<file path="src/hdl/rlc_pkg.sv">
// Package: register map, field layouts, types and timing for the record level control
package rlc_pkg;

  // ----------------------------------------------------------------
  // Register map (word offsets, byte addresses)
  // ----------------------------------------------------------------
  localparam logic [7:0] RLC_GAIN_L_ADDR = 8'h00;
  localparam logic [7:0] RLC_GAIN_R_ADDR = 8'h04;
  localparam logic [7:0] RLC_CTRL1_ADDR = 8'h08;
  localparam logic [7:0] RLC_CTRL2_ADDR = 8'h0c;
  localparam logic [7:0] RLC_CTRL3_ADDR = 8'h10;
  localparam logic [7:0] RLC_ADCCTL_ADDR = 8'h14;
  localparam logic [7:0] RLC_STATUS_ADDR = 8'h18;
  localparam logic [7:0] RLC_APPLIED_ADDR = 8'h1c;

  // ----------------------------------------------------------------
  // Field layouts
  // ----------------------------------------------------------------
  localparam int RLC_GAIN_W = 6;
  localparam logic [RLC_GAIN_W-1:0] RLC_GAIN_MAX = 6'h30;
  localparam logic [RLC_GAIN_W-1:0] RLC_GAIN_MIN = 6'h00;
  localparam int RLC_LVL_W = 23;
  localparam int RLC_THR_W = 8;
  localparam int RLC_THR_SHIFT = RLC_LVL_W - RLC_THR_W;
  localparam int RLC_CNT_W = 4;
  localparam int RLC_TSEL_W = 2;
  localparam int RLC_C1_EN = 0;
  localparam int RLC_C1_BOTH = 1;
  localparam int RLC_C1_MODE_LO = 2;
  localparam int RLC_C1_CNT_LO = 4;
  localparam int RLC_C1_ATK_LO = 8;
  localparam int RLC_C1_REC_LO = 10;
  localparam int RLC_C2_ATK_LO = 0;
  localparam int RLC_C2_REC_LO = 8;
  localparam int RLC_AC_QUARTER = 0;

  typedef enum logic [1:0] {
    RLC_REC_NONE = 2'h0,
    RLC_REC_NORMAL = 2'h1,
    RLC_REC_LIMITED = 2'h2
  } rlc_rec_t;

  typedef enum logic [2:0] {
    RLC_ST_IDLE = 3'h1,
    RLC_ST_ATTACK = 3'h2,
    RLC_ST_RECOVER = 3'h4
  } rlc_state_t;

  // ----------------------------------------------------------------
  // Timing
  // ----------------------------------------------------------------
  localparam int RLC_OSR = 256;
  localparam int RLC_DIV_W = 8;
  localparam int RLC_MOD_W = 2;
  localparam logic [RLC_MOD_W-1:0] RLC_MOD_HALF = 2'h1;
  localparam logic [RLC_MOD_W-1:0] RLC_MOD_QUARTER = 2'h3;
  localparam int RLC_TMR_W = 16;
  // Interval counts in output samples, indexed by 2-bit timer fields
  localparam logic [RLC_TMR_W-1:0] RLC_ATK_SAMPLES [4] = '{16'h0030, 16'h0018, 16'h000c, 16'h0006};
  localparam logic [RLC_TMR_W-1:0] RLC_REC_SAMPLES [4] = '{16'h0c00, 16'h0600, 16'h0300, 16'h0180};

  typedef struct packed {
    logic [RLC_GAIN_W-1:0] left;
    logic [RLC_GAIN_W-1:0] right;
  } rlc_gain_pair_t;

  typedef struct packed {
    logic [RLC_LVL_W-1:0] left;
    logic [RLC_LVL_W-1:0] right;
  } rlc_level_t;

endpackage

</file>
<file path="src/hdl/rlc_top.sv">
// Record level control: gain attack/recovery, modulator rate, Wishbone registers
// Behaviour
// Output above attack threshold starts attack, both gains drop one step.
// After each step wait attack interval, resample, step again while above.
// One common offset subtracted from both initial gains keeps their difference.
// Applied gain never exceeds the channel's initial programmed gain.
// Detect-both bit set needs both channels over; clear needs either.
// No-recovery mode keeps reduced gain until level control reset.
// Enable toggled off/on or any write to control 3 resets the function; here a control 3 write needs byte lane 0 selected.
// Normal recovery raises one step per recovery interval below threshold.
// Above recovery threshold during recovery, hold gain until below again.
// Fully restored gain stays put until attack threshold exceeded again.
// Limited recovery counts intervals with any recovery-threshold excursion.
// Counter at its programmed maximum stops further recovery.
// Attack excursion in limited recovery restarts attack, clears counter.
// Output sample strobe is master clock divided by 256 always.
// Modulator runs at half master clock, quarter when select bit set.
// Quarter modulator rate selects the alternative decimator filter set.
// While enabled, writes to gain or level settings are ignored.
// Gain setting spans 0 to 24 dB in 0.5 dB codes per channel.
// Attack saturates at lowest gain code, never below.
//
// Our own choices: the address map and the Wishbone slave port.
module rlc_top
  import rlc_pkg::*;
(
  input wire logic SYS_CLK,
  input wire logic RST,
  input wire logic WB_CYC_I,
  input wire logic WB_STB_I,
  input wire logic WB_WE_I,
  input wire logic [7:0] WB_ADR_I,
  input wire logic [3:0] WB_SEL_I,
  input wire logic [31:0] WB_DAT_I,
  output logic [31:0] WB_DAT_O,
  output logic WB_ACK_O,
  input wire logic SAMPLE_VALID,
  input wire rlc_level_t SAMPLE_LEVEL,
  output rlc_gain_pair_t PGA_GAIN,
  output logic SAMPLE_STROBE,
  output logic MOD_CLK_EN,
  output logic DECIM_ALT_FILTER
);

  typedef struct packed {
    logic ack;
    logic [31:0] rdata;
    rlc_gain_pair_t init;
    rlc_gain_pair_t gain;
    logic [15:0] ctrl1;
    logic [15:0] ctrl2;
    logic quarter;
    logic en_prev;
    rlc_state_t state;
    logic [RLC_TMR_W-1:0] tmr;
    logic [RLC_CNT_W-1:0] exc_cnt;
    logic exc_seen;
    logic [RLC_DIV_W-1:0] div;
    logic [RLC_MOD_W-1:0] mdiv;
    logic sstrobe;
    logic mod_en;
  } rlc_regs_t;

  rlc_regs_t r_reg;
  rlc_regs_t r_next;

  // ----------------------------------------------------------------
  // Decoded control fields
  // ----------------------------------------------------------------
  logic enable;
  logic detect_both;
  rlc_rec_t rec_mode;
  logic [RLC_CNT_W-1:0] cnt_max;
  logic [RLC_TSEL_W-1:0] atk_sel;
  logic [RLC_TSEL_W-1:0] rec_sel;
  logic [RLC_LVL_W-1:0] atk_thr;
  logic [RLC_LVL_W-1:0] rec_thr;
  logic over_atk_l;
  logic over_atk_r;
  logic over_atk;
  logic over_rec;
  logic req;
  logic wr;
  logic at_ceiling;
  logic [RLC_GAIN_W-1:0] offset;

  assign enable = r_reg.ctrl1[RLC_C1_EN];
  assign detect_both = r_reg.ctrl1[RLC_C1_BOTH];
  assign rec_mode = rlc_rec_t'(r_reg.ctrl1[RLC_C1_MODE_LO +: 2]);
  assign cnt_max = r_reg.ctrl1[RLC_C1_CNT_LO +: RLC_CNT_W];
  assign atk_sel = r_reg.ctrl1[RLC_C1_ATK_LO +: RLC_TSEL_W];
  assign rec_sel = r_reg.ctrl1[RLC_C1_REC_LO +: RLC_TSEL_W];
  // Thresholds are the top bits of the magnitude, low bits padded with zero
  assign atk_thr = {r_reg.ctrl2[RLC_C2_ATK_LO +: RLC_THR_W], {RLC_THR_SHIFT{1'b0}}};
  assign rec_thr = {r_reg.ctrl2[RLC_C2_REC_LO +: RLC_THR_W], {RLC_THR_SHIFT{1'b0}}};

  assign over_atk_l = SAMPLE_LEVEL.left > atk_thr;
  assign over_atk_r = SAMPLE_LEVEL.right > atk_thr;
  assign over_atk = SAMPLE_VALID &&
    (detect_both ? (over_atk_l && over_atk_r) : (over_atk_l || over_atk_r));
  assign over_rec = SAMPLE_VALID &&
    (SAMPLE_LEVEL.left > rec_thr || SAMPLE_LEVEL.right > rec_thr);
  // Offset is the one value subtracted from both, so the gap is unchanged
  assign offset = r_reg.init.left - r_reg.gain.left;
  assign at_ceiling = (offset == RLC_GAIN_MIN);

  assign req = WB_CYC_I && WB_STB_I && !r_reg.ack;
  // Writes land at the edge that samples ack high, not at the taking edge
  assign wr = WB_CYC_I && WB_STB_I && WB_WE_I && r_reg.ack;

  // ----------------------------------------------------------------
  // Next state
  // ----------------------------------------------------------------
  always_comb begin
    logic restart;
    logic [RLC_GAIN_W-1:0] wgain;
    restart = 1'b0;
    wgain = RLC_GAIN_MIN;
    r_next = r_reg;
    r_next.ack = req;
    r_next.rdata = '0;

    // Bus reads
    if (req && !WB_WE_I) begin
      case (WB_ADR_I)
        RLC_GAIN_L_ADDR: r_next.rdata = 32'(r_reg.init.left);
        RLC_GAIN_R_ADDR: r_next.rdata = 32'(r_reg.init.right);
        RLC_CTRL1_ADDR: r_next.rdata = 32'(r_reg.ctrl1);
        RLC_CTRL2_ADDR: r_next.rdata = 32'(r_reg.ctrl2);
        RLC_ADCCTL_ADDR: r_next.rdata = 32'(r_reg.quarter);
        RLC_STATUS_ADDR: r_next.rdata = {24'h000000, r_reg.exc_cnt, 1'b0, r_reg.state};
        RLC_APPLIED_ADDR: r_next.rdata = 32'({r_reg.gain.left, 2'h0, r_reg.gain.right});
        default: r_next.rdata = 32'h00000000;
      endcase
    end

    // Bus writes; low byte lanes carry every field
    if (wr && WB_SEL_I[0]) begin
      wgain = (WB_DAT_I[RLC_GAIN_W-1:0] > RLC_GAIN_MAX) ? RLC_GAIN_MAX
        : WB_DAT_I[RLC_GAIN_W-1:0];
      case (WB_ADR_I)
        RLC_GAIN_L_ADDR: begin
          if (!enable) r_next.init.left = wgain;
        end
        RLC_GAIN_R_ADDR: begin
          if (!enable) r_next.init.right = wgain;
        end
        RLC_CTRL1_ADDR: begin
          // Only the enable bit may change while enabled
          if (!enable) r_next.ctrl1[7:0] = WB_DAT_I[7:0];
          else r_next.ctrl1[RLC_C1_EN] = WB_DAT_I[RLC_C1_EN];
        end
        RLC_CTRL2_ADDR: begin
          if (!enable) r_next.ctrl2[7:0] = WB_DAT_I[7:0];
        end
        RLC_CTRL3_ADDR: restart = 1'b1;
        RLC_ADCCTL_ADDR: r_next.quarter = WB_DAT_I[RLC_AC_QUARTER];
        default: begin
        end
      endcase
    end
    if (wr && WB_SEL_I[1] && !enable) begin
      case (WB_ADR_I)
        RLC_CTRL1_ADDR: r_next.ctrl1[15:8] = WB_DAT_I[15:8];
        RLC_CTRL2_ADDR: r_next.ctrl2[15:8] = WB_DAT_I[15:8];
        default: begin
        end
      endcase
    end

    // Clock generation: sample strobe every 256 clocks, modulator 1/2 or 1/4
    r_next.div = r_reg.div + 1'b1;
    r_next.sstrobe = (r_reg.div == RLC_DIV_W'(RLC_OSR - 1));
    r_next.mdiv = r_reg.mdiv + 1'b1;
    r_next.mod_en = ((r_reg.mdiv & (r_reg.quarter ? RLC_MOD_QUARTER : RLC_MOD_HALF))
      == (r_reg.quarter ? RLC_MOD_QUARTER : RLC_MOD_HALF));

    // Rising edge of enable restarts as well as a control 3 write
    r_next.en_prev = enable;
    if (enable && !r_reg.en_prev) restart = 1'b1;

    if (restart || !enable) begin
      // Track the new initial value so a lowered ceiling is never overshot
      r_next.gain = r_next.init;
      r_next.state = RLC_ST_IDLE;
      r_next.tmr = '0;
      r_next.exc_cnt = '0;
      r_next.exc_seen = 1'b0;
    end else begin
      if (r_reg.tmr != '0 && SAMPLE_VALID) r_next.tmr = r_reg.tmr - 1'b1;
      case (r_reg.state)
        RLC_ST_IDLE, RLC_ST_RECOVER: begin
          if (over_atk) begin
            // Enter attack; common step keeps L/R difference
            if (r_reg.gain.left != RLC_GAIN_MIN && r_reg.gain.right != RLC_GAIN_MIN) begin
              r_next.gain.left = r_reg.gain.left - 1'b1;
              r_next.gain.right = r_reg.gain.right - 1'b1;
            end
            r_next.state = RLC_ST_ATTACK;
            r_next.tmr = RLC_ATK_SAMPLES[atk_sel];
            r_next.exc_cnt = '0;
            r_next.exc_seen = 1'b0;
          end else if (r_reg.state == RLC_ST_RECOVER) begin
            if (over_rec) r_next.exc_seen = 1'b1;
            if (r_reg.tmr == '0) begin
              r_next.tmr = RLC_REC_SAMPLES[rec_sel];
              r_next.exc_seen = 1'b0;
              if (rec_mode == RLC_REC_LIMITED && (r_reg.exc_seen || over_rec))
                r_next.exc_cnt = r_reg.exc_cnt + 1'b1;
              if (at_ceiling) begin
                r_next.state = RLC_ST_IDLE;
              end else if (!(r_reg.exc_seen || over_rec)) begin
                // Step up only while below recovery threshold, never past init
                r_next.gain.left = r_reg.gain.left + 1'b1;
                r_next.gain.right = r_reg.gain.right + 1'b1;
              end
              if (rec_mode == RLC_REC_LIMITED && r_next.exc_cnt == cnt_max)
                r_next.state = RLC_ST_IDLE;
            end
          end
        end
        RLC_ST_ATTACK: begin
          if (r_reg.tmr == '0 && SAMPLE_VALID) begin
            if (over_atk) begin
              if (r_reg.gain.left != RLC_GAIN_MIN && r_reg.gain.right != RLC_GAIN_MIN) begin
                r_next.gain.left = r_reg.gain.left - 1'b1;
                r_next.gain.right = r_reg.gain.right - 1'b1;
              end
              r_next.tmr = RLC_ATK_SAMPLES[atk_sel];
            end else if (rec_mode == RLC_REC_NONE || at_ceiling) begin
              r_next.state = RLC_ST_IDLE;
            end else begin
              r_next.state = RLC_ST_RECOVER;
              r_next.tmr = RLC_REC_SAMPLES[rec_sel];
            end
          end
        end
        default: r_next.state = RLC_ST_IDLE;
      endcase
    end
  end

  always_ff @(posedge SYS_CLK or posedge RST) begin
    if (RST) begin
      r_reg <= '{state: RLC_ST_IDLE, default: '0};
    end else begin
      r_reg <= r_next;
    end
  end

  assign WB_ACK_O = r_reg.ack;
  assign WB_DAT_O = r_reg.rdata;
  assign PGA_GAIN = r_reg.gain;
  assign SAMPLE_STROBE = r_reg.sstrobe;
  assign MOD_CLK_EN = r_reg.mod_en;
  assign DECIM_ALT_FILTER = r_reg.quarter;
endmodule

</file>
<file path="config.mk">
export PLATFORM = sky130hd
export DESIGN_NAME = rlc_top
export DESIGN_NICKNAME = d
export VERILOG_FILES = /design/src/hdl/rlc_pkg.sv /design/src/hdl/rlc_top.sv
export SDC_FILE = /design/constraint.sdc
export NUM_CORES = 1
export LEC_CHECK = 0
export BUFFER_PORTS_ARGS = -buffer_cell sky130_fd_sc_hd__clkbuf_2
export CAP_MARGIN = 20
export CORE_ASPECT_RATIO = 2
export CORE_MARGIN = 5
export CORE_UTILIZATION = 56
export CTS_CLUSTER_DIAMETER = 40
export DETAILED_ROUTE_END_ITERATION = 16
export PLACE_DENSITY = 0.77
export SETUP_SLACK_MARGIN = 0.2
export SLEW_MARGIN = 15
export SYNTH_ARGS = -nofsm -noshare
export SYNTH_HDL_FRONTEND = slang
export SYNTH_SLANG_ARGS = --single-unit
</file>
<file path="constraint.sdc">
create_clock -name SYS_CLK -period 4.5 [get_ports SYS_CLK]
set_clock_uncertainty 0.1 [all_clocks]
set_input_delay 0.9 -clock SYS_CLK [delete_from_list [all_inputs] [get_ports SYS_CLK]]
set_output_delay 0.9 -clock SYS_CLK [all_outputs]
set_load 0.05 [all_outputs]
</file>
==> results.sh <==
export IMPL_power_share_clock=0.399
export IMPL_r2r_cells=12
export IMPL_cts_hold_buf=0
export IMPL_vias=6299
export IMPL_wirelength_mm=21.0
export IMPL_synth_edf_count=0
export IMPL_first_global_vias=6616
export IMPL_die_h_um=171
export IMPL_cts_buffer_depth=2
export IMPL_status="complete, no violations"
export IMPL_finalCriticalPeriod_ns=3.56
export IMPL_path_max_fanout=9
export IMPL_core_mm2=0.0126
export IMPL_largest_reg_flops=63
export IMPL_multi_input_area_mm2=0.00390
export IMPL_avgSynthCellArea_um2=9.32
export IMPL_cts_root_buffer="clkbuf_16"
export IMPL_cts_tree="built"
export IMPL_clock_latency_ns=0.36
export IMPL_fill_cells=1106
export IMPL_yosys_warnings=0
export IMPL_port_buffers=109
export IMPL_power_density_mw_per_mm2=252
export IMPL_finalSetupViolCount=0
export IMPL_cts_buffers=9
export IMPL_met3WireLength_um=962
export IMPL_p_sw_frac=0.275
export IMPL_gp_congestion=0.914
export IMPL_cts_resized=0
export IMPL_fin_tns_setup_ns=0
export IMPL_critPathKind="input pin to flop"
export IMPL_grt_max_degree=59
export IMPL_switching_power_mw=0.553
export IMPL_syn_to_final_growth_pct=10.5
export IMPL_clkSinkCount=111
export IMPL_vdd_drop_max_uv=179
export IMPL_ys_flop_type="dfrtp_1"
export IMPL_die_area_mm2=0.0154
export IMPL_tightest_slew_ns=0.996
export IMPL_cp_start_kind="input pin"
export IMPL_met2WireLength_mm=11.5
export IMPL_grt_first_pass_wirelength_mm=33.3
export IMPL_finalCritPeriodShare=0.790
export IMPL_seqCellArea_mm2=0.00278
export IMPL_nets=1005
export IMPL_cp_end_kind="flop"
export IMPL_yosysSeqAreaShare=0.384
export IMPL_intPower_mw=1.46
export IMPL_async_flop_share=1.00
export IMPL_slew_viol_final=0
export IMPL_drcViolationCount=0
export IMPL_slew_headroom=0.334
export IMPL_p_seq_frac=0.497
export IMPL_grt_overflow=0
export IMPL_cts_repair_timing_setup_buffer_count=0
export IMPL_r2r_start="r_reg[50]"
export IMPL_hold_path_class="flop to flop"
export IMPL_cts_max_level=3
export IMPL_place_area_mm2=0.00769
export IMPL_drtIter0Drc=437
export IMPL_comb_power_share=0.104
export IMPL_mostFrequentLayoutCells="dfrtp_1, clkbuf_2, nor2_1"
export IMPL_min_from="r_reg[2]"
export IMPL_initial_core_util=0.573
export IMPL_clkSlewWorstSetupHoldPaths_ns=0.09
export IMPL_routedWlPerCell_um=20.7
export IMPL_antennaDiodeCount=0
export IMPL_synth_seq_cells=111
export IMPL_wl_met1_mm=7.25
export IMPL_worstPathArrival_ns=3.71
export IMPL_drtPass1Iterations=5
export IMPL_p_leak_nw=3.77
export IMPL_ant_nets=0
export IMPL_post_route_util=0.633
export IMPL_max_freq_mhz=281
export IMPL_netlist_area_mm2=0.00723
export IMPL_r2r_end="PGA_GAIN[7]"
export IMPL_synthDistinctLibCells=74
export IMPL_place_hpwl_mm=16.8
export IMPL_std_cell_rows=58
export IMPL_highest_layer="met4"
export IMPL_grt_use_total=0.272
export IMPL_hold_path_end="r_reg[2]"
export IMPL_rsz0062_at_grt="false"
export IMPL_antenna_found_initial=0
export IMPL_layout_drive_gt1_share=0.229
export IMPL_reg2reg_slack_ns=1.16
export IMPL_final_area_mm2=0.00799
export IMPL_worst_ep_required_time_ns=4.66
export IMPL_holdWs_ns=0.359
export IMPL_synthCells=776
export IMPL_min_delay_path_depth=1
export IMPL_hold_viol=0
export IMPL_mostFrequentLayoutCell="dfrtp_1"
export IMPL_ioPinCount=144
export IMPL_maxCapViolations=0
export IMPL_via_per_inst=6.21
export IMPL_fp_dieW_um=90.4
==> per-stage QoR <==
stage | cells | total power, mW | setup slack (ns)
floorplan | 791 | 1.16 | 0.571
global placement | 998 | 1.22 | 0.672
detailed placement | 998 | 1.23 | 0.642
CTS | 1014 | 2.02 | 0.995
global route | 1014 | 2.08 | 0.762
finish | 1014 | 2.01 | 0.945
==> cell usage after synthesis (all sizes together), types with 3 or more instances <==
library cell | count | share of area
a2111oi | 3 | 0.0045
a211oi | 6 | 0.0080
a21o | 7 | 0.0073
a21oi | 45 | 0.032
a221oi | 3 | 0.0036
a222oi | 7 | 0.0097
a22oi | 19 | 0.020
a31oi | 10 | 0.0087
and2 | 4 | 0.0035
and3 | 5 | 0.0043
buf | 52 | 0.052
clkbuf | 13 | 0.0067
dfrtp | 110 | 0.38
ha | 50 | 0.087
inv | 48 | 0.025
mux2 | 40 | 0.062
nand2 | 62 | 0.033
nand2b | 9 | 0.0078
nand3 | 34 | 0.024
nand4 | 10 | 0.0087
nor2 | 67 | 0.037
nor2b | 6 | 0.0052
nor3 | 22 | 0.017
nor3b | 6 | 0.0062
nor4 | 14 | 0.015
o211ai | 6 | 0.0062
o21ai | 31 | 0.022
o21bai | 3 | 0.0031
o22ai | 5 | 0.0052
o311ai | 5 | 0.0061
o41ai | 4 | 0.0048
or2 | 3 | 0.0026
or3 | 4 | 0.0042
or4 | 3 | 0.0036
xnor2 | 20 | 0.024
xor2 | 13 | 0.016
==> routing by layer <==
metal,vias to the layer above,GRT usage
met5,-,0
met4,0,0.165
met3,69,0.0475
met2,230,0.515
met1,3088,0.273
li1,2912,-
==> cell type report <==
cell class                      count  area share
Multi-Input combinational cell    567       0.488
Sequential cell                   111       0.348
Clock inverter                      7     0.00908
Tap cell                          150      0.0235
Timing Repair Buffer              122      0.0805
Clock buffer                        9      0.0282
Inverter                           48      0.0229
==> power by group through the flow <==
stage               registers [mW]  clock network (mW)  logic (mW)
floorplan                     1.02                   0       0.139
global placement              1.02                   0       0.205
detailed placement            1.02                   0       0.209
CTS                           1.00               0.810       0.210
global route                  1.00               0.853       0.230
finish                        1.00               0.804       0.210
==> how the worst max path moves through the flow <==
stage | from | endpoint | slack [ns] | cells past startpoint
2_1_floorplan | RST | DECIM_ALT_FILTER | 0.57 | 1
3_3_place_gp | SAMPLE_LEVEL[21] | PGA_GAIN[11] | 0.67 | 11
3_5_place_dp | SAMPLE_LEVEL[21] | PGA_GAIN[11] | 0.64 | 11
4_1_cts | SAMPLE_LEVEL[16] | PGA_GAIN[7] | 1.0 | 12
5_1_grt | SAMPLE_LEVEL[21] | PGA_GAIN[8] | 0.76 | 10
6_report | SAMPLE_LEVEL[16] | PGA_GAIN[7] | 0.94 | 12
==> cells by family (layout without fill, tap and decap cells) <==
family,Yosys count,after routing,share of synthesized area
AO/OA/AOI/OAI,170,170,0.160
buffers and inverters,113,186,0.0838
multiplexers,41,41,0.0637
AND/OR/NAND/NOR,256,256,0.180
XOR/XNOR,33,33,0.0400
adder cells (fa/ha/maj),51,51,0.0879
flip-flops,111,111,0.384
other,1,16,0.000519
==> critical path, stage by stage <==
cell      delay, ns
clkbuf_2       0.11
ha_1           0.30
nor2b_1        0.13
o21bai_1       0.15
a31oi_1        0.12
a211oi_1       0.43
o221ai_1       0.39
o22ai_2        0.35
buf_4          0.24
o21ai_0        0.10
and3_1         0.23
nor4_2         0.25
Power figures use the tool's default switching activity.
